### src/core/pgs_pkg.sv
// Constants for the pre-driver gate safety logic.
// Assumes a 100 MHz core clock and a single configuration register port.
package pgs_pkg;
    // Channel counts.
    localparam int LS_CHANNELS = 6;
    localparam int HS_CHANNELS = 5;
    // Low-side channels that may ignore the external gate enable (zero based).
    localparam int OVR_CH_A = 2;
    localparam int OVR_CH_B = 5;

    // Configuration register map.
    localparam int CFG_ADDR_W = 10;
    localparam int CFG_DATA_W = 16;
    localparam logic [CFG_ADDR_W-1:0] ADDR_DRIVER_CONFIGURATION = 10'h1c5;
    localparam logic [CFG_DATA_W-1:0] DRIVER_CONFIGURATION_RESET = 16'h0000;
    localparam logic [CFG_DATA_W-1:0] DRIVER_CONFIGURATION_MASK = 16'h0003;
    localparam int BIT_ENABLE_OVERRIDE_CH3_CH6 = 0;
    localparam int BIT_CLOCK_MONITOR_DISABLE = 1;

    // Charge pump initialization time.
    localparam int CLK_PERIOD_PS = 10_000;
    localparam int CP_INIT_TIME_US = 10;
    localparam int CP_INIT_CYCLES = (CP_INIT_TIME_US * 1_000_000 + CLK_PERIOD_PS - 1)
                                    / CLK_PERIOD_PS;
    localparam int CP_CNT_W = $clog2(CP_INIT_CYCLES + 1);
    localparam logic [CP_CNT_W-1:0] CP_CNT_LAST = CP_CNT_W'(CP_INIT_CYCLES - 1);
    localparam logic [CP_CNT_W-1:0] CP_CNT_ZERO = '0;
    localparam logic [CP_CNT_W-1:0] CP_CNT_ONE = CP_CNT_W'(1);

    typedef enum logic [1:0] {
        CP_STOPPED,
        CP_INIT,
        CP_AVAILABLE
    } pgs_cp_state_e;
endpackage

### src/core/pgs_gate_safety.sv
// Gate safety logic for six low-side and five high-side pre-drivers.
// Assumes all inputs are synchronous to CORE_CLK and analog flags come from monitors.
// Gate outputs are combinational so that a fault stops them without a clock edge.
//
// Functional notes
// Six independent low-side channels, each gating its own request with shared conditions.
// Negated gate enable forces every low-side command to zero, except overridden channels.
// Override bit set lets channels 3 and 6 ignore gate enable only.
// Pre-driver supply undervoltage forces every low-side command to zero.
// Logic supply undervoltage forces every low-side command to zero.
// Missing clock forces low-side commands off unless configuration disables this.
// Command is one only with enable, no undervoltage, clock ok and request.
// A zero command pulls the low-side gate down to power ground.
// A one command pulls the low-side gate up to the pre-driver supply.
// High-side gates forced low during device reset or low gate enable.
// High-side gate never driven high when bootstrap voltage is too low.
// All high-side pre-drivers disabled while boost supply is in undervoltage.
// Charge pump stays stopped while power-on reset is active.
// Pump output counted available only after a 10 us initialization.
// Each pump current source runs only while its bootstrap node is below pump output; the code registers the enables, one core clock late.
// Gate gating is combinational with respect to fault and enable inputs.
module pgs_gate_safety (
    // Clock and reset.
    input wire logic CORE_CLK,
    input wire logic RST_N,
    // Configuration register port.
    input wire logic CFG_WR_EN,
    input wire logic [pgs_pkg::CFG_ADDR_W-1:0] CFG_ADDR,
    input wire logic [pgs_pkg::CFG_DATA_W-1:0] CFG_WDATA,
    output logic [pgs_pkg::CFG_DATA_W-1:0] CFG_RDATA,
    // Enables, resets and monitor flags.
    input wire logic DRV_EN,
    input wire logic DEVICE_RESET_N,
    input wire logic POWER_ON_RESET_N,
    input wire logic PREDRIVER_SUPPLY_UNDERVOLTAGE,
    input wire logic LOGIC_SUPPLY_UNDERVOLTAGE,
    input wire logic CLOCK_OK_EN,
    input wire logic BOOST_SUPPLY_UNDERVOLTAGE,
    // Low-side channels.
    input wire logic [pgs_pkg::LS_CHANNELS-1:0] LS_REQUEST,
    output logic [pgs_pkg::LS_CHANNELS-1:0] LS_GATE_CMD,
    output logic [pgs_pkg::LS_CHANNELS-1:0] LS_GATE_PULL_UP,
    output logic [pgs_pkg::LS_CHANNELS-1:0] LS_GATE_PULL_DOWN,
    // High-side channels.
    input wire logic [pgs_pkg::HS_CHANNELS-1:0] HS_REQUEST,
    input wire logic [pgs_pkg::HS_CHANNELS-1:0] BOOTSTRAP_NODE_ABOVE_MIN,
    input wire logic [pgs_pkg::HS_CHANNELS-1:0] BOOTSTRAP_NODE_BELOW_CP,
    output logic [pgs_pkg::HS_CHANNELS-1:0] HIGHSIDE_GATE_OUT,
    // Charge pump.
    output logic CP_RUN,
    output logic CP_AVAILABLE,
    output logic [pgs_pkg::HS_CHANNELS-1:0] CP_SOURCE_EN
);
    // Configuration, pump state and the shared gating terms.
    logic [pgs_pkg::CFG_DATA_W-1:0] driver_configuration;
    logic [pgs_pkg::CFG_DATA_W-1:0] next_driver_configuration;
    logic [pgs_pkg::CFG_DATA_W-1:0] next_cfg_rdata;
    pgs_pkg::pgs_cp_state_e cp_state;
    pgs_pkg::pgs_cp_state_e next_cp_state;
    logic [pgs_pkg::CP_CNT_W-1:0] cp_cnt;
    logic [pgs_pkg::CP_CNT_W-1:0] next_cp_cnt;
    logic [pgs_pkg::HS_CHANNELS-1:0] next_cp_source_en;
    logic enable_override_ch3_ch6;
    logic clock_monitor_disable;
    logic ls_faults_clear;
    logic [pgs_pkg::LS_CHANNELS-1:0] ls_gate_enable;
    logic cp_start_ok;
    logic cp_supply_ok;
    logic cfg_hit;
    logic cfg_write;
    logic ls_supply_ok;
    logic ls_clock_ok;
    logic hs_safe_off;
    logic [pgs_pkg::HS_CHANNELS-1:0] hs_gate_allowed;

    // Configuration register.
    // Only the mapped address answers; every other address reads back zero.
    assign cfg_hit = CFG_ADDR == pgs_pkg::ADDR_DRIVER_CONFIGURATION;
    assign cfg_write = CFG_WR_EN & cfg_hit;

    always_comb begin
        next_driver_configuration = driver_configuration;
        if (cfg_write) begin
            // Unused bits are dropped here so that they always read back as zero.
            next_driver_configuration = CFG_WDATA & pgs_pkg::DRIVER_CONFIGURATION_MASK;
        end
        // Read data shows the value held before a write in the same cycle.
        if (cfg_hit) begin
            next_cfg_rdata = driver_configuration;
        end else begin
            next_cfg_rdata = '0;
        end
    end

    // Read data is registered so the bus sees a clean value for a whole cycle.
    always_ff @(posedge CORE_CLK) begin
        if (!RST_N) begin
            // Reset clears the override and re-arms the clock monitor shutdown.
            driver_configuration <= pgs_pkg::DRIVER_CONFIGURATION_RESET;
            CFG_RDATA <= '0;
        end else begin
            driver_configuration <= next_driver_configuration;
            CFG_RDATA <= next_cfg_rdata;
        end
    end

    // Named views of the configuration bits.
    assign enable_override_ch3_ch6 =
        driver_configuration[pgs_pkg::BIT_ENABLE_OVERRIDE_CH3_CH6];
    assign clock_monitor_disable = driver_configuration[pgs_pkg::BIT_CLOCK_MONITOR_DISABLE];

    // Either supply alarm removes every low-side gate.
    assign ls_supply_ok = ~PREDRIVER_SUPPLY_UNDERVOLTAGE
                          & ~LOGIC_SUPPLY_UNDERVOLTAGE;
    // A set disable bit keeps the gates on through a clock alarm, so use it with care.
    assign ls_clock_ok = CLOCK_OK_EN | clock_monitor_disable;

    // Shared low-side gating; the gate outputs bypass flops so shutdown is immediate.
    // This trades the flop-output style for a stop that needs no clock edge.
    always_comb begin
        ls_faults_clear = ls_supply_ok & ls_clock_ok;
        ls_gate_enable = {pgs_pkg::LS_CHANNELS{DRV_EN}};
        // The override frees channels 3 and 6 from the enable pin only; faults still apply.
        if (enable_override_ch3_ch6) begin
            ls_gate_enable[pgs_pkg::OVR_CH_A] = 1'b1;
            ls_gate_enable[pgs_pkg::OVR_CH_B] = 1'b1;
        end
    end

    // Each channel keeps its own request, so one stuck request cannot turn on a neighbour.
    for (genvar ch = 0; ch < pgs_pkg::LS_CHANNELS; ch++) begin : g_ls
        pgs_ls_channel u_ch (
            .request(LS_REQUEST[ch]),
            .faults_clear(ls_faults_clear),
            .gate_enable(ls_gate_enable[ch]),
            .gate_cmd(LS_GATE_CMD[ch]),
            .pull_up(LS_GATE_PULL_UP[ch]),
            .pull_down(LS_GATE_PULL_DOWN[ch])
        );
    end

    // High-side gates: any safety condition drops them without waiting for a clock.
    // Boost lockout also stops the pump below, so both sides see the same supply.
    assign hs_safe_off = ~DEVICE_RESET_N | ~DRV_EN
                         | BOOST_SUPPLY_UNDERVOLTAGE;
    // A channel with a flat bootstrap never sees a high gate, whatever it asks for.
    assign hs_gate_allowed = HS_REQUEST & BOOTSTRAP_NODE_ABOVE_MIN;

    always_comb begin
        if (hs_safe_off) begin
            HIGHSIDE_GATE_OUT = '0;
        end else begin
            HIGHSIDE_GATE_OUT = hs_gate_allowed;
        end
    end

    // Charge pump sequencing; the pump also needs the logic supply and boost supply.
    assign cp_supply_ok = ~LOGIC_SUPPLY_UNDERVOLTAGE & ~BOOST_SUPPLY_UNDERVOLTAGE;
    assign cp_start_ok = POWER_ON_RESET_N & cp_supply_ok;

    // The wait is counted in core clocks, so a slower clock lengthens it in proportion.
    always_comb begin
        next_cp_state = cp_state;
        next_cp_cnt = cp_cnt;
        unique case (cp_state)
            pgs_pkg::CP_STOPPED: begin
                // Holding the count at zero keeps a restart from inheriting a part wait.
                next_cp_cnt = pgs_pkg::CP_CNT_ZERO;
                if (cp_start_ok) begin
                    next_cp_state = pgs_pkg::CP_INIT;
                end
            end
            pgs_pkg::CP_INIT: begin
                // The entry edge is the first cycle of the wait, so the count stops one short.
                if (cp_cnt == pgs_pkg::CP_CNT_LAST) begin
                    next_cp_state = pgs_pkg::CP_AVAILABLE;
                end else begin
                    next_cp_cnt = cp_cnt + pgs_pkg::CP_CNT_ONE;
                end
            end
            pgs_pkg::CP_AVAILABLE: begin
                next_cp_cnt = pgs_pkg::CP_CNT_ZERO;
            end
            // The spare state code falls back to a stopped pump.
            default: begin
                next_cp_state = pgs_pkg::CP_STOPPED;
                next_cp_cnt = pgs_pkg::CP_CNT_ZERO;
            end
        endcase

        // Losing a start condition stops the pump and restarts the wait later.
        if (!cp_start_ok) begin
            next_cp_state = pgs_pkg::CP_STOPPED;
            next_cp_cnt = pgs_pkg::CP_CNT_ZERO;
        end

        // Sources follow their comparators only once the pump output is trusted.
        if (next_cp_state == pgs_pkg::CP_AVAILABLE) begin
            next_cp_source_en = BOOTSTRAP_NODE_BELOW_CP;
        end else begin
            next_cp_source_en = '0;
        end
    end

    always_ff @(posedge CORE_CLK) begin
        if (!RST_N) begin
            // Pump outputs restart low so nothing claims a ready pump out of reset.
            cp_state <= pgs_pkg::CP_STOPPED;
            cp_cnt <= pgs_pkg::CP_CNT_ZERO;
            CP_RUN <= 1'b0;
            CP_AVAILABLE <= 1'b0;
            CP_SOURCE_EN <= '0;
        end else begin
            // Outputs come from the next state so they change on the same edge as it.
            cp_state <= next_cp_state;
            cp_cnt <= next_cp_cnt;
            CP_RUN <= next_cp_state != pgs_pkg::CP_STOPPED;
            CP_AVAILABLE <= next_cp_state == pgs_pkg::CP_AVAILABLE;
            CP_SOURCE_EN <= next_cp_source_en;
        end
    end
endmodule

### src/core/pgs_ls_channel.sv
// One low-side pre-driver channel: gate command and its push-pull drive.
// Assumes the shared fault terms are already combined by the caller.
module pgs_ls_channel (
    input wire logic request,
    input wire logic faults_clear,
    input wire logic gate_enable,
    output logic gate_cmd,
    output logic pull_up,
    output logic pull_down
);
    always_comb begin
        // Purely combinational so a fault removes the drive without a clock edge.
        gate_cmd = request & faults_clear & gate_enable;
        pull_up = gate_cmd;
        pull_down = ~gate_cmd;
    end
endmodule

### config.mk
export PLATFORM = sky130hd
export DESIGN_NAME = pgs_gate_safety
export DESIGN_NICKNAME = d
export VERILOG_FILES = /design/src/core/pgs_pkg.sv /design/src/core/pgs_gate_safety.sv /design/src/core/pgs_ls_channel.sv
export SDC_FILE = /design/constraint.sdc
export NUM_CORES = 1
export LEC_CHECK = 0
export ABC_AREA = 1
export BUFFER_PORTS_ARGS = -buffer_cell sky130_fd_sc_hd__clkbuf_2
export CAP_MARGIN = 20
export CORE_MARGIN = 8
export CORE_UTILIZATION = 39
export CTS_CLUSTER_SIZE = 12
export DETAILED_ROUTE_END_ITERATION = 8
export PLACE_DENSITY_LB_ADDON = 0.12
export SETUP_SLACK_MARGIN = 0.5
export SYNTH_ARGS = -nofsm -noshare
export SYNTH_HDL_FRONTEND = slang
export SYNTH_HIERARCHICAL = 1
export SYNTH_SLANG_ARGS = --single-unit
### constraint.sdc
create_clock -name CORE_CLK -period 1.52 [get_ports CORE_CLK]
set_input_delay 0.076 -clock CORE_CLK [delete_from_list [all_inputs] [get_ports CORE_CLK]]
set_output_delay 0.076 -clock CORE_CLK [all_outputs]
set_load 0.01 [all_outputs]
==> results of run 1 <==
[through the flow]
step / setup TNS, ns / power, uW / std cells / worst slack, ns
floorplan: 0 / 712 / 200 / 0.355
global placement: 0 / 757 / 300 / 0.321
detailed placement: 0 / 758 / 300 / 0.288
CTS: 0 / 1070 / 321 / 0.0454
global route: -0.104 / 1120 / 323 / -0.0239
finish: 0 / 1060 / 323 / 0.0736
[kinds of logic (layout without fill, tap and decap cells)]
group | after synthesis | after routing | synth area share, %
AND/OR/NAND/NOR | 99 | 99 | 34.9
buffers and inverters | 43 | 120 | 18.2
flip-flops | 23 | 23 | 35.4
AO/OA/AOI/OAI | 17 | 17 | 8.18
XOR/XNOR | 3 | 3 | 2.02
adder cells (fa/ha/maj) | 1 | 1 | 0.962
other | 1 | 14 | 0.288
[sequential cells by signal, summed over array words and instances, names as in the netlist]
signal and flops:
CFG_RDATA 2, driver_configuration 2, cp_state 2, cp_cnt 10
CP_RUN 1, CP_SOURCE_EN 5, CP_AVAILABLE 1
[cells in the mapped netlist (2+ instances only)]
| cell type | number |
|---|---|
| nand3b_1 | 3 |
| inv_1 | 23 |
| nand4_1 | 3 |
| o21ai_0 | 4 |
| xor2_1 | 3 |
| nand3_1 | 11 |
| nand2_1 | 35 |
| dfxtp_1 | 23 |
| a21oi_1 | 6 |
| nor3_1 | 2 |
| buf_4 | 20 |
| nor2_1 | 39 |
| a21boi_1 | 4 |
[worst max-delay path by stage]
stage | start | end | slack (ns) | depth (start not counted)
after floorplan | driver_configuration[1] | LS_GATE_PULL_UP[0] | 0.35 | 5
after global placement | cp_cnt[0] | CP_SOURCE_EN[2] | 0.32 | 7
after detailed placement | cp_cnt[0] | CP_SOURCE_EN[1] | 0.29 | 7
after CTS | driver_configuration[1] | LS_GATE_PULL_UP[1] | 0.05 | 6
after global routing | driver_configuration[1] | LS_GATE_PULL_UP[1] | -0.02 | 6
final | driver_configuration[1] | LS_GATE_CMD[5] | 0.07 | 6
[layout make-up]
| class | count | area share (%) |
|---|---|---|
| Clock inverter | 1 | 0.364 |
| Sequential cell | 23 | 23.1 |
| Inverter | 23 | 4.55 |
| Clock buffer | 3 | 1.09 |
| Timing Repair Buffer | 93 | 27.3 |
| Multi-Input combinational cell | 134 | 40.8 |
| Tap cell | 46 | 2.79 |
[routing by layer]
layer	track usage, %	wire (um)	vias to the layer above
met5	0	0	-
met4	5.10	39	0
met3	5.87	549	5
met2	23.9	1760	63
met1	13.1	1430	622
li1	-	-	731
[cells in the final DEF (no fill, tap or decap), types with 4 or more instances in the layout]
cell	synthesis	routed
a21oi_1	6	4
nor2_4	0	4
nand2_1	35	23
dfxtp_1	23	13
conb_1	1	14
nand3_1	11	9
nand2_2	0	9
dlygate4sd3_1	0	6
buf_6	0	6
clkbuf_2	0	56
buf_2	0	18
nor2_2	0	10
dfxtp_2	0	9
inv_1	23	20
buf_4	20	6
nor2_1	39	25
[what timing repair did]
action,CTS,global route
gates resized for setup,22,55
pin swaps,8,9
endpoints found under the hold margin,7,0
endpoints found under the setup margin,36,36
hold buffers,6,0
buffers inserted,11,2
[report_power, final]
part / internal (uW) / switching [uW] / leakage, uW / total [uW]
combinational: 80.0 / 84.5 / 0.000815 / 165
clock: 101 / 196 / 0.0000139 / 296
sequential: 602 / 0.814 / 0.000191 / 603
total: 783 / 281 / 0.00102 / 1060
[worst max-delay path, stage by stage (launching register included)]
cell and delay (ns):
dfxtp_2 0.36, nor2_2 0.05, nor3_4 0.19, buf_12 0.15, nand2_1 0.06, nor2_2 0.10, buf_2 0.14
==> results.py, run 1 <==
metrics = {
    "floorplan": {
        "die_area_um2": 5440,
        "initial_utilization_pct": 39.9,
        "ios": 103,
        "core_area_um2": 3260,
        "chipWidth_um": 73.7,
        "chipHeight_um": 73.7,
        "row_count": 21,
    },
    "route": {
        "first_iter_violations": 13,
        "final_antenna_net_count": 0,
        "drt_first_pass_iters": 2,
        "routed_wl_mm": 3.78,
        "drcViolationCount": 0,
        "via_per_inst": 4.40,
        "wire_per_inst_um": 11.7,
        "vias": 1421,
    },
    "pwr": {
        "p_per_area_nw_per_um2": 516,
        "power_leakage_uw": 0.00102,
        "peakVddDrop_uv": 567,
    },
    "setup_path": {
        "required_ns": 1.44,
        "crit_type": "reg -> out",
        "worstReg2RegEnd": "cp_cnt[1]",
        "cp_max_fo": 12,
        "cp.arrival_ns": 1.37,
        "r2r_start": "cp_cnt[1]",
        "start_kind": "register",
        "rr_worst_depth": 7,
        "reg2reg_slack_ns": 0.28,
        "end_kind": "primary output",
    },
    "layout": {
        "utilization_pct": 63.2,
        "multiInputGateArea_um2": 841,
        "seqCellArea_um2": 475,
        "n_antenna_cell": 0,
        "area_growth_pct": 58.5,
        "finalInstanceArea_um2": 2060,
        "fin_nets": 336,
        "drive_gt1_share_pct": 54.2,
        "num-fill-cells": 319,
    },
    "synth": {
        "synth-main-ff-cell": "dfxtp_1",
        "syn_avg_cell_area_um2": 6.95,
        "ys_seq_area_share_pct": 35.4,
        "synth_top_cell_by_area": "dfxtp_1",
        "synth_edf_count": 0,
        "synth_cells": 187,
        "ys_top_cells_by_area": "dfxtp_1 (35%), buf_4 (12%), nor2_1 (11%)",
        "synthArstFlopShare_pct": 0,
        "ys_types": 24,
        "ys_ff_latch": 23,
        "yosysWarnings": 6,
        "syn_area_um2": 1300,
        "yosysTopAreaCellShare_pct": 35.4,
    },
    "grt": {
        "grt_pass1_vias": 1370,
        "grt_max_degree": 15,
        "grt_use_total_pct": 13.4,
        "grt-ovfl-total": 0,
        "antenna_found_initial": 0,
        "grt_pass1_wl_mm": 5.87,
    },
    "placement": {
        "io_buffers": 74,
        "routabilityCongestion": 0.834,
        "dp_hpwl_mm": 2.87,
        "placement.cell_area_um2": 1670,
    },
    "cts": {
        "cts_sinks": 23,
        "cts.reportedPaths.clkPinSlew_ns": 0.13,
        "worstSkewPairLatency_ns": 0.32,
        "htree_levels": 1,
        "clk_path_buf_depth": 2,
        "cts_root_buf": "clkbuf_4",
        "cts_buffers": 3,
        "tritoncts": "yes",
    },
    "worst_hold_path": {
        "holdPathEnd": "CFG_RDATA[0]",
        "hold_class": "in -> reg",
        "min_path_cells": 3,
        "hp-start": "RST_N",
    },
    "timing": {
        "holdWs_ns": 0.0268,
        "fin_skew_ns": 0.00564,
        "hold_violations": 0,
        "max_freq_mhz": 691,
        "setup_violations": 0,
        "fin_crit_ns": 1.45,
        "fin_crit_sh_pct": 95.2,
        "rsz0062_at_grt": "yes",
        "slew_violations": 0,
    },
    "job": {
        "maxCapViolCount": 0,
    },
    "status": {
        "outcome": "complete, no violations",
    },
}
Note: power is estimated with default switching activity, not from simulation.
==> inputs of run 2 (changes only) <==
--- a/config.mk
+++ b/config.mk
@@ -12,7 +12,7 @@
 export CORE_UTILIZATION = 39
 export CTS_CLUSTER_SIZE = 12
 export DETAILED_ROUTE_END_ITERATION = 8
-export PLACE_DENSITY_LB_ADDON = 0.12
+export PLACE_DENSITY = 0.81
 export SETUP_SLACK_MARGIN = 0.5
 export SYNTH_ARGS = -nofsm -noshare
 export SYNTH_HDL_FRONTEND = slang
==> run 2 against run 1 <==
Net effect:
- the flow now finishes with violations (negative hold slack)
- critical path depth unchanged
- cell count up 1.2%
- die area unchanged
- highest routed layer unchanged
- global-route usage about the same
- total power up 0.25%
- largest cell class unchanged
==> results.py, run 2 (synthesis gave the netlist of run 1 again) <==
metrics = {
    "cts": {
        "cts_buffers": 3,
        "clk_path_buf_depth": 2,
        "cts.reportedPaths.clkPinSlew_ns": 0.13,
        "htree_levels": 1,
        "cts_sinks": 23,
        "cts_root_buf": "clkbuf_4",
        "tritoncts": "yes",
        "worstSkewPairLatency_ns": 0.32,
    },
    "layout": {
        "reg_top3": "cp_cnt x10, CP_SOURCE_EN x5",
        "largest_reg_flops": 10,
        "num-fill-cells": 275,
        "final_common_cell": "clkbuf_2",
        "final_cell_mix": "clkbuf_2 (56), nor2_1 (26), nand2_1 (23)",
        "drive_gt1_share_pct": 54.8,
        "seqCellArea_um2": 477,
        "multiInputGateArea_um2": 847,
        "fin_nets": 340,
        "area_growth_pct": 62.2,
        "n_antenna_cell": 0,
        "finalInstanceArea_um2": 2110,
        "regMostFlops": "cp_cnt",
    },
    "grt": {
        "grt-ovfl-total": 0,
        "grt_pass1_vias": 1332,
        "antenna_found_initial": 0,
        "grt_max_degree": 14,
        "grt_pass1_wl_mm": 5.79,
        "grt_use_total_pct": 13.3,
    },
    "placement": {
        "pre_cts_ws_ns": 0.285,
        "dp_hpwl_mm": 2.86,
        "routabilityCongestion": 0.774,
        "placement.cell_area_um2": 1670,
        "io_buffers": 74,
    },
    "route": {
        "wl_met2_mm": 2.05,
        "maxUsedRoutingLayer": "met4",
        "drt_first_pass_iters": 4,
        "first_iter_violations": 30,
        "drcViolationCount": 0,
        "wl_met1_mm": 1.50,
        "via_per_inst": 4.53,
        "routed_wl_mm": 4.15,
        "wire_per_inst_um": 12.7,
        "dr_wl_met3_um": 533,
        "final_antenna_net_count": 0,
        "vias": 1482,
    },
    "status": {
        "outcome": "finished with violations",
        "violations": "negative hold slack",
    },
    "floorplan": {
        "chipHeight_um": 73.7,
        "row_count": 21,
        "initial_utilization_pct": 39.9,
        "die_area_um2": 5440,
        "ios": 103,
        "core_area_um2": 3260,
        "chipWidth_um": 73.7,
    },
    "setup_path": {
        "start_kind": "register",
        "required_ns": 1.44,
        "reg2reg_slack_ns": 0.25,
        "crit_type": "reg -> out",
        "cp_max_fo": 4,
        "path_cells": "nor2_2, nor3_4, buf_6, nand2_2, nor2_2, buf_2",
        "cp.arrival_ns": 1.33,
        "crit_slowest_cell": "dfxtp_2",
        "slowest_delay_ns": 0.35,
        "critPathMostFrequentCell": "nor2_2",
        "end_kind": "primary output",
    },
    "worst_hold_path": {
        "hold_class": "in -> reg",
    },
    "timing": {
        "holdWs_ns": -0.00418,
        "setup_tns_ns": 0,
        "fin_crit_sh_pct": 92.6,
        "rsz0062_at_grt": "yes",
        "slew_violations": 0,
        "hold_violations": 1,
        "setup_violations": 0,
        "fin_skew_ns": 0.00245,
        "fin_crit_ns": 1.41,
        "fin_ws_ns": 0.113,
        "max_freq_mhz": 711,
    },
    "pwr": {
        "power_leakage_uw": 0.00102,
        "p_total_uw": 1070,
        "p_per_area_nw_per_um2": 506,
        "peakVddDrop_uv": 432,
    },
    "job": {
        "maxCapViolCount": 0,
    },
}
## run 2: changes by cell type in the layout (fill, tap and decap cells not counted), sizes merged
cell	change
clkinv	+1
clkinvlp	-1
buf	+4
## run 2: area by class of cell
type | instances | area share [%]
Clock inverter | 1 | 0.237
Timing Repair Buffer | 97 | 28.8
Clock buffer | 3 | 1.07
Tap cell | 46 | 2.73
Inverter | 23 | 4.33
Sequential cell | 23 | 22.6
Multi-Input combinational cell | 134 | 40.2
## run 2: final timing paths
check,startpoint,endpoint,cells after the start
worst max-delay path,driver_configuration[1],LS_GATE_PULL_UP[0],6
worst min register to register,driver_configuration[0],CFG_RDATA[0],2
worst min-delay path,RST_N,driver_configuration[0],3
worst max register to register,cp_cnt[0],cp_cnt[0],7
## run 2: critical path, delay by kind of cell, from the launching register on
family / cells / cell delay [ns]
buf+inv: 2 / 0.29
flops: 1 / 0.35
simple gates: 4 / 0.37
## run 2: repair_timing
action,4_1_cts,5_1_grt
hold buffers,5,1
pin swaps,14,13
cloned,0,0
resized for setup,25,59
endpoints found under the setup margin,36,36
hold endpoints to repair,5,1
setup buffers,13,4
## run 2: layer usage
layer	vias to the layer above	global-route usage [%]
met5	-	0
met4	0	5.99
met3	5	4.23
met2	79	25.7
met1	658	12.3
li1	740	-
## run 2: stage by stage
step	std cells	util, %
2_1_floorplan	200	-
4_1_cts	322	58.8
3_3_place_gp	300	51.4
3_5_place_dp	300	51.4
6_report	327	64.7
5_1_grt	327	64.7
## run 2: report_power, final
part           internal (uW)  switching (uW)  total (uW)
logic                   82.5            87.8         170
registers                601           0.742         601
clock network           98.8             196         295
total                    782             285        1070
==> inputs of run 3 (changes only) <==
--- a/config.mk
+++ b/config.mk
@@ -8,8 +8,10 @@
 export ABC_AREA = 1
 export BUFFER_PORTS_ARGS = -buffer_cell sky130_fd_sc_hd__clkbuf_2
 export CAP_MARGIN = 20
+export CELL_PAD_IN_SITES_DETAIL_PLACEMENT = 0
+export CELL_PAD_IN_SITES_GLOBAL_PLACEMENT = 1
 export CORE_MARGIN = 8
-export CORE_UTILIZATION = 39
+export CORE_UTILIZATION = 25
 export CTS_CLUSTER_SIZE = 12
 export DETAILED_ROUTE_END_ITERATION = 8
 export PLACE_DENSITY = 0.81
==> run 3 against run 2 <==
Net effect:
- the flow now finishes without violations
- clock-buffer cell count unchanged
- total power up 7.2%
- non-clock buffer count down 8
- worst setup slack better by 0.022 ns
- via count down 7.3%
- fmax up 1.6%
- first-iteration DRC count up 43%
- largest cell class unchanged
- largest power group unchanged
==> results.py, run 3 (synthesis gave the netlist of run 1 again) <==
metrics = {
    "cts": {
        "cts_sinks": 23,
        "cts.reportedPaths.clkPinSlew_ns": 0.09,
        "worstSkewPairLatency_ns": 0.28,
        "htree_levels": 1,
        "tritoncts": "yes",
        "hold_buffers": 0,
        "cts_root_buf": "clkbuf_8",
        "cts_buffers": 3,
        "clk_path_buf_depth": 2,
    },
    "floorplan": {
        "die_area_um2": 7760,
        "row_count": 26,
        "core_area_um2": 5070,
        "ios": 103,
        "chipHeight_um": 88.1,
        "chipWidth_um": 88.1,
        "initial_utilization_pct": 25.6,
    },
    "route": {
        "first_iter_violations": 43,
        "drcViolationCount": 0,
        "wire_per_inst_um": 10.8,
        "routed_wl_mm": 3.71,
        "via_per_inst": 4.01,
        "final_antenna_net_count": 0,
        "drt_first_pass_iters": 4,
        "vias": 1374,
    },
    "timing": {
        "rsz0062_at_grt": "yes",
        "fin_crit_sh_pct": 91.1,
        "max_freq_mhz": 722,
        "fin_skew_ns": 0.00931,
        "holdWs_ns": 0.0289,
        "hold_violations": 0,
        "slew_violations": 0,
        "setup_violations": 0,
        "fin_crit_ns": 1.39,
        "fin_ws_ns": 0.135,
        "setup_tns_ns": 0,
    },
    "setup_path": {
        "cp.arrival_ns": 1.31,
        "slowest_delay_ns": 0.35,
        "required_ns": 1.44,
        "path_cells": "nor2_2, nor3_4, buf_6, nand2_2, nor2_2, buf_2",
        "start_kind": "register",
        "end_kind": "primary output",
        "cp_max_fo": 6,
        "crit_type": "reg -> out",
        "critPathMostFrequentCell": "nor2_2",
        "crit_buf_inv": 2,
        "crit_slowest_cell": "dfxtp_2",
        "critical_path.top_delay_family": "simple AND/OR/NAND/NOR gates",
    },
    "grt": {
        "grt_max_degree": 14,
        "grt_pass1_vias": 1317,
        "grt-ovfl-total": 0,
        "grt_pass1_wl_mm": 5.67,
        "antenna_found_initial": 0,
        "grt_use_total_pct": 9.20,
    },
    "layout": {
        "regMostFlops": "cp_cnt",
        "final_common_cell": "clkbuf_2",
        "final_cell_mix": "clkbuf_2 (61), nor2_1 (27), nand2_1 (22)",
        "reg_top3": "cp_cnt x10, CP_SOURCE_EN x5",
        "fin_nets": 332,
        "drive_gt1_share_pct": 54.6,
        "area_growth_pct": 55.1,
        "n_antenna_cell": 0,
        "largest_reg_flops": 10,
    },
    "pwr": {
        "p_per_area_nw_per_um2": 567,
        "clkPwrFrac_pct": 34.1,
        "p_comb_share_pct": 13.4,
        "sw_frac_of_total_pct": 25.2,
        "netSwitchingPower_uw": 288,
        "power_leakage_uw": 0.000967,
        "p_int_uw": 855,
        "seq_power_share_pct": 52.5,
        "peakVddDrop_uv": 359,
    },
    "placement": {
        "io_buffers": 74,
        "routabilityCongestion": 0.716,
        "dp_hpwl_mm": 2.92,
        "pre_cts_ws_ns": 0.273,
    },
    "status": {
        "outcome": "complete, no violations",
    },
    "job": {
        "maxCapViolCount": 0,
    },
    "worst_hold_path": {
        "hold_class": "in -> reg",
    },
}
## run 3: changes by cell type in the layout (fill, tap and decap cells not counted), sizes merged
cell | before | now
buf | 35 | 28
clkbuf | 59 | 64
dlygate4sd3 | 6 | 0
## run 3: power by group through the flow
| stage | registers, uW | logic (uW) | clock network [uW] |
|---|---|---|---|
| 3_3_place_gp | 618 | 139 | 0 |
| 4_1_cts | 602 | 150 | 403 |
| 2_1_floorplan | 619 | 93.1 | 0 |
| 3_5_place_dp | 618 | 141 | 0 |
| 5_1_grt | 601 | 174 | 427 |
| 6_report | 601 | 153 | 390 |
## run 3: worst paths after layout
check                        startpoint                  to  slack (ns)  cells past startpoint
max             driver_configuration[1]  LS_GATE_PULL_UP[2]        0.13                      6
min reg2reg                 cp_state[1]         cp_state[0]        0.45                      1
max reg2reg                   cp_cnt[0]     CP_SOURCE_EN[2]        0.30                      7
min          BOOTSTRAP_NODE_BELOW_CP[4]     CP_SOURCE_EN[4]        0.03                      2
## run 3: layout make-up
| type | instances | area [um^2] |
|---|---|---|
| well taps | 70 | 87.6 |
| repair buffers | 89 | 505 |
| clock buffers | 3 | 41.3 |
| inverters | 23 | 91.3 |
| flip-flops and latches | 23 | 475 |
| fillers | 548 | 3060 |
| multi-input cells | 134 | 810 |
| clock inverters | 1 | 5.00 |
## run 3: layer usage
| layer | track usage, % | vias to the layer above | routed length [um] |
|---|---|---|---|
| li1 | - | 721 | - |
| met1 | 9.23 | 581 | 1320 |
| met3 | 3.47 | 4 | 570 |
| met2 | 16.5 | 68 | 1740 |
| met5 | 0 | - | 0 |
| met4 | 4.15 | 0 | 82 |
## run 3: through the flow
step                utilization [%]  area, um^2  total power, uW  cells
floorplan                         -        1400              712    200
global placement               33.6        1700              758    324
detailed placement             33.6        1700              759    324
CTS                            37.3        1890             1150    337
global route                   39.7        2020             1200    343
finish                         39.7        2020             1140    343
## run 3: worst reg2reg max path: stages, from the launching register on
cell,delay [ns]
dfxtp_4,0.37
ha_4,0.15
nand2_2,0.07
inv_4,0.08
nand2_2,0.06
nor2_4,0.12
nand3_4,0.15
a21boi_2,0.15
## run 3: timing repair
item | CTS | global route
setup endpoints to repair | 36 | 36
gates resized for setup | 29 | 35
pin swaps | 10 | 9
setup buffers | 9 | 6
cloned | 0 | 0
